**src/hdl/ivwm_defines.svh**
```systemverilog
// Behaviour
// - The top-level request sits at IRQ 0, vector 0x8008, and never wakes the core from any low-power mode.
// - The flash done or protected-write request sits at IRQ 1, vector 0x800c, and wakes only from the Wait modes.
// - DMA channels 0 and 1 half and complete requests merge onto IRQ 2, vector 0x8010, waking only from Wait.
// - DMA channels 2 and 3 half and complete requests merge onto IRQ 3, vector 0x8014, waking only from Wait.
// - Clock alarm, periodic wakeup and three tamper requests merge onto IRQ 4, vector 0x8018, waking from all modes.
// - The port B pin request sits at IRQ 6, vector 0x8020, waking from all modes.
// - The port D pin request sits at IRQ 7, vector 0x8024, waking from all modes.
// - Converter end, watchdog and overrun requests merge onto IRQ 18, vector 0x8050, waking from all modes.
// - The top-level request is the OR of the second general timer and basic timer overflow requests.
// - In wait-for-event mode only an enabled request is served, and the core returns to that mode afterwards.
`ifndef IVWM_DEFINES_SVH
`define IVWM_DEFINES_SVH
`define IVWM_NUM_IRQ      19
`define IVWM_VEC_RESET    24'h008000
`define IVWM_VEC_TRAP     24'h008004
`define IVWM_VEC_BASE     24'h008008
`define IVWM_IRQ_TOP      5'h00
`define IVWM_IRQ_FLASH    5'h01
`define IVWM_IRQ_DMA01    5'h02
`define IVWM_IRQ_DMA23    5'h03
`define IVWM_IRQ_RTC      5'h04
`define IVWM_IRQ_VDET     5'h05
`define IVWM_IRQ_PORTB    5'h06
`define IVWM_IRQ_PORTD    5'h07
`define IVWM_IRQ_PIN0     5'h08
`define IVWM_IRQ_RSVD     5'h10
`define IVWM_IRQ_CLK      5'h11
`define IVWM_IRQ_ADC      5'h12
// Wake masks per IRQ, bit n = IRQ n
`define IVWM_WAKE_HALT    19'h04fff0
`define IVWM_WAKE_WAIT    19'h06fffe
`endif

```
**src/hdl/ivwm_pkg.sv**
```systemverilog
package ivwm_pkg;
    typedef enum logic [2:0] {
        IVWM_RUN                     = 3'h0,
        IVWM_HALT                    = 3'h1,
        IVWM_ACTIVE_HALT             = 3'h3,
        IVWM_WAIT_FOR_INTERRUPT_MODE = 3'h2,
        IVWM_WAIT_FOR_EVENT_MODE     = 3'h6
    } ivwm_mode_type;
    typedef enum logic [1:0] {
        IVWM_IDLE  = 2'h0,
        IVWM_SERVE = 2'h1,
        IVWM_BACK  = 2'h3
    } ivwm_state_type;
endpackage

```
**src/hdl/ivwm_wake_sel.sv**
```systemverilog
`include "ivwm_defines.svh"
module ivwm_wake_sel
    import ivwm_pkg::*;
(
    input  wire logic [18:0]    pend,
    input  wire ivwm_mode_type  mode,
    output logic      [18:0]    wake_ok
);
    always_comb begin
        case (mode)
            IVWM_HALT, IVWM_ACTIVE_HALT: wake_ok = pend & `IVWM_WAKE_HALT;
            IVWM_WAIT_FOR_INTERRUPT_MODE, IVWM_WAIT_FOR_EVENT_MODE: wake_ok = pend & `IVWM_WAKE_WAIT;
            default:                     wake_ok = pend;
        endcase
    end
endmodule

```
**src/hdl/ivwm_top.sv**
```systemverilog
`include "ivwm_defines.svh"
module ivwm_top
    import ivwm_pkg::*;
(
    input  wire logic           ref_clk,
    input  wire logic           rst_n,
    input  wire logic           tim2_ovf_req,
    input  wire logic           tim4_ovf_req,
    input  wire logic [1:0]     flash_req,
    input  wire logic [3:0]     dma01_req,
    input  wire logic [3:0]     dma23_req,
    input  wire logic [4:0]     rtc_req,
    input  wire logic           voltage_detector_request,
    input  wire logic           port_b_pin_request,
    input  wire logic           port_d_pin_request,
    input  wire logic [7:0]     pin_req,
    input  wire logic           clock_security_request,
    input  wire logic [2:0]     adc_req,
    input  wire logic [18:0]    irq_enable,
    input  wire ivwm_mode_type  core_mode,
    input  wire logic           irq_done,
    output logic      [18:0]    irq_pend_q,
    output logic                irq_valid_q,
    output logic      [4:0]     irq_num_q,
    output logic      [23:0]    vector_q,
    output logic                wake_q,
    output logic                evt_return_q
);
    logic [18:0]    pend_d;
    logic [18:0]    wake_ok;
    logic [18:0]    served;
    logic           valid_d;
    logic [4:0]     num_d;
    logic [23:0]    vec_d;
    logic           wake_d;
    logic           ret_d;
    logic           from_evt_q;
    logic           from_evt_d;
    logic [4:0]     irq_num_d;
    logic [23:0]    vector_d;
    ivwm_state_type st_q;
    ivwm_state_type st_d;

    always_comb begin
        pend_d = '0;
        pend_d[`IVWM_IRQ_TOP]   = tim2_ovf_req | tim4_ovf_req;
        pend_d[`IVWM_IRQ_FLASH] = |flash_req;
        pend_d[`IVWM_IRQ_DMA01] = |dma01_req;
        pend_d[`IVWM_IRQ_DMA23] = |dma23_req;
        pend_d[`IVWM_IRQ_RTC]   = |rtc_req;
        pend_d[`IVWM_IRQ_VDET]  = voltage_detector_request;
        pend_d[`IVWM_IRQ_PORTB] = port_b_pin_request;
        pend_d[`IVWM_IRQ_PORTD] = port_d_pin_request;
        pend_d[`IVWM_IRQ_PIN0 +: 8] = pin_req;
        pend_d[`IVWM_IRQ_RSVD]  = 1'b0;
        pend_d[`IVWM_IRQ_CLK]   = clock_security_request;
        pend_d[`IVWM_IRQ_ADC]   = |adc_req;
    end

    ivwm_wake_sel u_wake (
        .pend    (irq_pend_q),
        .mode    (core_mode),
        .wake_ok (wake_ok)
    );

    // Only enabled requests are served
    assign served = irq_pend_q & irq_enable;

    // Lowest enabled IRQ number wins
    always_comb begin
        num_d = 5'h00;
        for (int i = `IVWM_NUM_IRQ - 1; i >= 0; i--) begin
            if (served[i]) begin
                num_d = 5'(i);
            end
        end
        vec_d    = `IVWM_VEC_BASE + {17'h00000, num_d, 2'b00};
        valid_d    = irq_valid_q;
        st_d       = st_q;
        from_evt_d = from_evt_q;
        ret_d      = 1'b0;
        irq_num_d  = irq_num_q;
        vector_d   = vector_q;
        wake_d     = (core_mode != IVWM_RUN) && (|(wake_ok & irq_enable));
        case (st_q)
            IVWM_IDLE: begin
                // Number and vector follow only while idle
                irq_num_d = num_d;
                vector_d  = vec_d;
                if (|served && (core_mode == IVWM_RUN || |(wake_ok & irq_enable))) begin
                    st_d       = IVWM_SERVE;
                    valid_d    = 1'b1;
                    from_evt_d = (core_mode == IVWM_WAIT_FOR_EVENT_MODE);
                end
            end
            IVWM_SERVE: begin
                if (irq_done) begin
                    st_d    = IVWM_BACK;
                    valid_d = 1'b0;
                end
            end
            IVWM_BACK: begin
                st_d     = IVWM_IDLE;
                ret_d      = from_evt_q;
                from_evt_d = 1'b0;
            end
            default: begin
                st_d    = IVWM_IDLE;
                valid_d = 1'b0;
            end
        endcase
    end

    always_ff @(posedge ref_clk or negedge rst_n) begin
        if (!rst_n) begin
            irq_pend_q   <= '0;
            irq_valid_q  <= 1'b0;
            irq_num_q    <= 5'h00;
            vector_q     <= `IVWM_VEC_RESET;
            wake_q       <= 1'b0;
            evt_return_q <= 1'b0;
            from_evt_q   <= 1'b0;
            st_q         <= IVWM_IDLE;
        end else begin
            irq_pend_q   <= pend_d;
            irq_valid_q  <= valid_d;
            irq_num_q    <= irq_num_d;
            vector_q     <= vector_d;
            wake_q       <= wake_d;
            evt_return_q <= ret_d;
            from_evt_q   <= from_evt_d;
            st_q         <= st_d;
        end
    end

    top_no_wake_a: assert property (@(posedge ref_clk) disable iff (!rst_n)
        (core_mode != IVWM_RUN && irq_pend_q == 19'h00001) |=> !wake_q)
        else $error("Top-level request woke the core");
    flash_halt_a: assert property (@(posedge ref_clk) disable iff (!rst_n)
        (core_mode == IVWM_HALT && (irq_pend_q & irq_enable) == 19'h00002) |=> !wake_q)
        else $error("Flash request woke core from halt");
    dma_wait_a: assert property (@(posedge ref_clk) disable iff (!rst_n)
        (core_mode == IVWM_WAIT_FOR_INTERRUPT_MODE && (irq_pend_q[2] & irq_enable[2])) |=> wake_q)
        else $error("DMA request failed to wake from wait");
    dma23_halt_a: assert property (@(posedge ref_clk) disable iff (!rst_n)
        (core_mode == IVWM_ACTIVE_HALT && (irq_pend_q & irq_enable) == 19'h00008) |=> !wake_q)
        else $error("DMA 2/3 request woke core from halt");
    rtc_halt_a: assert property (@(posedge ref_clk) disable iff (!rst_n)
        (core_mode == IVWM_HALT && irq_pend_q[4] && irq_enable[4]) |=> wake_q)
        else $error("Clock alarm failed to wake from halt");
    portb_wake_a: assert property (@(posedge ref_clk) disable iff (!rst_n)
        (core_mode == IVWM_ACTIVE_HALT && irq_pend_q[6] && irq_enable[6]) |=> wake_q)
        else $error("Port B request failed to wake");
    portd_wake_a: assert property (@(posedge ref_clk) disable iff (!rst_n)
        (core_mode == IVWM_WAIT_FOR_EVENT_MODE && irq_pend_q[7] && irq_enable[7]) |=> wake_q)
        else $error("Port D request failed to wake");
    adc_wake_a: assert property (@(posedge ref_clk) disable iff (!rst_n)
        (core_mode == IVWM_HALT && irq_pend_q[18] && irq_enable[18]) |=> wake_q)
        else $error("Converter request failed to wake");
    top_or_a: assert property (@(posedge ref_clk) disable iff (!rst_n)
        (tim2_ovf_req || tim4_ovf_req) |=> irq_pend_q[0])
        else $error("Top-level request not formed from timers");
    evt_return_a: assert property (@(posedge ref_clk) disable iff (!rst_n)
        (st_q == IVWM_SERVE && from_evt_q && irq_done) |=> ##1 evt_return_q)
        else $error("No return to wait-for-event mode");
    vector_map_a: assert property (@(posedge ref_clk) disable iff (!rst_n)
        $rose(irq_valid_q) |-> vector_q == `IVWM_VEC_BASE + {17'h00000, irq_num_q, 2'b00} && !irq_pend_q[16])
        else $error("Vector does not match IRQ number");
    pin_wake_a: assert property (@(posedge ref_clk) disable iff (!rst_n)
        (core_mode == IVWM_HALT && |(irq_pend_q[15:8] & irq_enable[15:8])) |=> wake_q)
        else $error("Pin line failed to wake");

    top_no_serve_a: assert property (@(posedge ref_clk) disable iff (!rst_n)
        (core_mode != IVWM_RUN && st_q == IVWM_IDLE && (irq_pend_q & irq_enable) == 19'h00001) |=> !irq_valid_q)
        else $error("Top-level request served in low-power mode");
    flash_wait_a: assert property (@(posedge ref_clk) disable iff (!rst_n)
        (core_mode == IVWM_WAIT_FOR_INTERRUPT_MODE && irq_pend_q[1] && irq_enable[1]) |=> wake_q)
        else $error("Flash request failed to wake from wait");
    flash_active_a: assert property (@(posedge ref_clk) disable iff (!rst_n)
        (core_mode == IVWM_ACTIVE_HALT && (irq_pend_q & irq_enable) == 19'h00002) |=> !wake_q)
        else $error("Flash request woke core from active halt");
    dma01_halt_a: assert property (@(posedge ref_clk) disable iff (!rst_n)
        (core_mode == IVWM_HALT && (irq_pend_q & irq_enable) == 19'h00004) |=> !wake_q)
        else $error("DMA 0/1 request woke core from halt");
    dma23_wait_a: assert property (@(posedge ref_clk) disable iff (!rst_n)
        (core_mode == IVWM_WAIT_FOR_EVENT_MODE && irq_pend_q[3] && irq_enable[3]) |=> wake_q)
        else $error("DMA 2/3 request failed to wake from wait");
    rtc_wait_a: assert property (@(posedge ref_clk) disable iff (!rst_n)
        (core_mode == IVWM_WAIT_FOR_INTERRUPT_MODE && irq_pend_q[4] && irq_enable[4]) |=> wake_q)
        else $error("Clock alarm failed to wake from wait");
    portb_halt_a: assert property (@(posedge ref_clk) disable iff (!rst_n)
        (core_mode == IVWM_HALT && irq_pend_q[6] && irq_enable[6]) |=> wake_q)
        else $error("Port B request failed to wake from halt");
    portd_active_a: assert property (@(posedge ref_clk) disable iff (!rst_n)
        (core_mode == IVWM_ACTIVE_HALT && irq_pend_q[7] && irq_enable[7]) |=> wake_q)
        else $error("Port D request failed to wake from active halt");
    adc_wait_a: assert property (@(posedge ref_clk) disable iff (!rst_n)
        (core_mode == IVWM_WAIT_FOR_EVENT_MODE && irq_pend_q[18] && irq_enable[18]) |=> wake_q)
        else $error("Converter request failed to wake from wait");
    top_clear_a: assert property (@(posedge ref_clk) disable iff (!rst_n)
        (!tim2_ovf_req && !tim4_ovf_req) |=> !irq_pend_q[0])
        else $error("Top-level request without timer request");
    evt_enabled_a: assert property (@(posedge ref_clk) disable iff (!rst_n)
        (core_mode == IVWM_WAIT_FOR_EVENT_MODE && st_q == IVWM_IDLE
            && (irq_pend_q & irq_enable) == 19'h00000) |=> !irq_valid_q)
        else $error("Disabled request served in wait-for-event mode");
    return_pulse_a: assert property (@(posedge ref_clk) disable iff (!rst_n)
        evt_return_q |=> !evt_return_q)
        else $error("Return pulse longer than one cycle");
    vector_hold_a: assert property (@(posedge ref_clk) disable iff (!rst_n)
        (st_q != IVWM_IDLE) |=> ($stable(vector_q) && $stable(irq_num_q)))
        else $error("Vector changed while serving");
    pin_wait_a: assert property (@(posedge ref_clk) disable iff (!rst_n)
        (core_mode == IVWM_WAIT_FOR_EVENT_MODE && |(irq_pend_q[15:8] & irq_enable[15:8])) |=> wake_q)
        else $error("Pin line failed to wake from wait");
    pin_active_a: assert property (@(posedge ref_clk) disable iff (!rst_n)
        (core_mode == IVWM_ACTIVE_HALT && |(irq_pend_q[15:8] & irq_enable[15:8])) |=> wake_q)
        else $error("Pin line failed to wake from active halt");

    serve_c: cover property (@(posedge ref_clk) disable iff (!rst_n) $rose(irq_valid_q));
    evt_c: cover property (@(posedge ref_clk) disable iff (!rst_n) evt_return_q);
    halt_wake_c: cover property (@(posedge ref_clk) disable iff (!rst_n) core_mode == IVWM_HALT ##1 wake_q);
    active_wake_c: cover property (@(posedge ref_clk) disable iff (!rst_n) core_mode == IVWM_ACTIVE_HALT ##1 wake_q);
    pin_serve_c: cover property (@(posedge ref_clk) disable iff (!rst_n) $rose(irq_valid_q) && irq_num_q == 5'h08);
endmodule

```
**config.mk**
```make
export PLATFORM = sky130hd
export DESIGN_NAME = ivwm_top
export DESIGN_NICKNAME = d
export VERILOG_FILES = /design/src/hdl/ivwm_pkg.sv /design/src/hdl/ivwm_wake_sel.sv /design/src/hdl/ivwm_top.sv
export VERILOG_INCLUDE_DIRS = /design/src /design/src/hdl
export SDC_FILE = /design/constraint.sdc
export NUM_CORES = 1
export LEC_CHECK = 0
export CAP_MARGIN = 20
export CORE_MARGIN = 2
export CORE_UTILIZATION = 35
export DETAILED_ROUTE_END_ITERATION = 12
export DONT_BUFFER_PORTS = 1
export SYNTH_ARGS = -nofsm -noshare
export SYNTH_HDL_FRONTEND = slang
export SYNTH_HIERARCHICAL = 1
export SYNTH_SLANG_ARGS = --single-unit
```
**constraint.sdc**
```tcl
create_clock -name ref_clk -period 4.9 [get_ports ref_clk]
set_input_delay 0 -clock ref_clk [delete_from_list [all_inputs] [get_ports ref_clk]]
set_output_delay 0 -clock ref_clk [all_outputs]
set_load 0.02 [all_outputs]
```
==> impl_metrics.yaml <==
floorplanning:
  core-area_um2: 5040
  start_util_pct: 36.0
  num_rows: 26
  die_h_um: 76.0
  ios: 108
  die_w_um: 76.0
  die_area_um2: 5780
grt:
  gr-total-overflow: 0
  grt_use_total_pct: 16.0
  grt_first_pass_wirelength_mm: 7.38
  grt_pass1_vias: 1484
  grt_max_degree: 35
  antenna_found_initial: 0
drt:
  ant_nets: 0
  wl_per_cell_um: 16.0
  vias: 1435
  wl_met3_um: 511
  viasPerCell: 5.18
  drc_errors: 0
  drt_wl_total_mm: 4.43
  wl_met1_mm: 1.63
  top_layer: "met4"
  drt_iter0_drc: 96
  dr.pass1.iters: 4
  wl_met2_mm: 2.20
worst_setup_path:
  critPathRequiredTime_ns: 5.12
  path_max_fanout: 5
  critPathKind: "reg -> reg"
  startpoint_type: "flip-flop"
  setup.worst_path.end_class: "flip-flop"
  cp_slowest_cell: "dlygate4sd3_1"
  slowest_delay_ns: 0.58
  critical_path_arrival_ns: 2.67
  crit_chain: "and2_1 -> a22o_1 -> a221oi_1 -> and4_1 -> a31oi_2 -> o311ai_1 -> dlygate4sd3_1 -> o211a_1"
finish:
  fin_util_pct: 43.0
  antenna_cells: 0
  finalNetCount: 264
  syn2layout_area_growth_pct: 19.4
  fin_area_um2: 2170
  drive_gt1_share_pct: 5.80
logic_synthesis:
  yosys_warnings: 6
  synth_cell_type_count: 44
  ys_ff_latch: 34
  yosys-top-cells-count: "dfrtp_1 (34), buf_4 (33), nand2_1 (20)"
  async_flop_share_pct: 100
  ys_dominant_reg_cell: "dfrtp_1"
  synth-seq-area-share_pct: 46.8
  yosysMostFrequentCell: "dfrtp_1"
  synthCells: 181
  synthTopCellsByArea: "dfrtp_1 (47%), buf_4 (14%), nand2_1 (4.1%)"
  synth_top_cell_by_area: "dfrtp_1"
  synth.avg_cell_area_um2: 10.0
  synth_area_um2: 1820
  yosysTopAreaCellShare_pct: 46.8
  synth_edf_count: 0
sta:
  tightest_slew_ns: 0.587
  hold_violations: 0
  tns_ns: 0
  rsz0062_at_grt: "no"
  finalClockSkew_ns: 0.00474
  max_slew_margin_pct: 60.9
  setup_viol: 0
  fin_crit_ns: 2.44
  post-route-period-util_pct: 49.9
  fmax_ghz: 0.409
  maxSlewViolCount: 0
clock_tree:
  cts.sinks: 34
  post_cts_resized: 0
  cts_tree: "built"
  ctsHoldBuffers: 35
  clk_pin_slew_ns: 0.07
  worstSkewPairLatency_ns: 0.28
  cts_root_buf: "clkbuf_8"
  cts_max_level: 2
  post_cts_buffers: 0
  clock_path_buffers: 2
  cts_buffers: 5
placement:
  port_buffers: 0
  dp_hpwl_mm: 3.26
  dpl_cell_area_um2: 1720
  gp_congestion: 0.831
hold_path:
  min_path_type: "in -> reg"
power:
  power_leakage_nw: 0.952
  power_density_nw_per_um2: 312
  peakVddDrop_uv: 182
status:
  status: "complete, no violations"
flow_run:
  drv_cap: 0
-- kinds of logic after synthesis --
group	share of synthesized area, %
compound gates	18.3
xor+xnor	0.482
fa+ha+maj	0.689
buf+inv	14.9
flops	46.8
mux	1.86
other cells	0.413
simple gates	16.6
-- metrics by stage --
step | worst slack [ns] | power (mW) | hold WS, ns | instances
2_1_floorplan | 3.10 | 0.442 | -0.296 | 199
3_3_place_gp | 2.82 | 0.438 | -0.294 | 234
3_5_place_dp | 2.80 | 0.440 | -0.294 | 234
4_1_cts | 2.44 | 0.685 | 0.0245 | 277
5_1_grt | 2.36 | 0.716 | 0.0446 | 277
6_report | 2.46 | 0.676 | 0.0518 | 277
-- sequential cells by signal (all words and copies together) (netlist names) --
signal / flops
wake_q: 1
from_evt_q: 1
irq_pend_q: 18
st_q: 2
evt_return_q: 1
vector_q: 5
irq_valid_q: 1
irq_num_q: 5
-- per-layer routing --
| layer | up-vias | GRT usage, % |
|---|---|---|
| li1 | 649 | - |
| met1 | 687 | 18.4 |
| met2 | 91 | 26.9 |
| met3 | 8 | 6.87 |
| met4 | 0 | 5.64 |
| met5 | - | 0 |
-- worst max-delay path: cells and delay by family, from the launching register on --
kind	cells	cell delay, ns
buf+inv	1	0.58
compound gates	5	0.83
flops	1	0.49
simple gates	2	0.49
-- final cells by class --
class	count	area, um2
Multi-Input combinational cell	126	763
Inverter	4	15.0
Clock inverter	1	5.00
Tap cell	70	87.6
Timing Repair Buffer	35	360
Clock buffer	7	86.3
Sequential cell	34	851
Fill cell	514	2870
-- report_power, final --
group          leakage (nW)  switching [mW]  internal, mW
Clock                0.0482          0.0977         0.113
Sequential            0.400          0.0545         0.305
Combinational         0.504          0.0530        0.0524
Total                 0.952           0.205         0.471
-- cells in the final DEF (no fill, tap or decap), types with 2 or more instances in the layout --
cell,synthesis,routed
a21boi_1,2,2
a21oi_1,6,6
a221oi_1,5,5
a22o_1,8,8
a22oi_1,7,7
and2_1,6,6
and3b_1,3,3
clkbuf_8,0,6
conb_1,2,20
dfrtp_1,34,34
dlygate4sd3_1,0,34
inv_1,4,4
mux2_1,2,2
nand2_1,20,20
nand3_1,4,4
nor2_1,7,7
nor2b_1,3,3
o21ai_1,5,5
or2_2,2,2
or3_1,2,2
or4_1,2,2
-- path summary, 6_finish.rpt --
check	start	end	slack, ns	cells past startpoint
min in group asynchronous	rst_n	irq_pend_q[10]	0.17	2
max reg2reg	irq_pend_q[1]	from_evt_q	2.46	8
min reg2reg	st_q[1]	st_q[0]	0.56	1
min	core_mode[2]	wake_q	0.05	2
max	irq_pend_q[1]	from_evt_q	2.46	8
max in group asynchronous	rst_n	irq_pend_q[2]	4.55	2
Note: power is estimated with default switching activity, not from simulation.
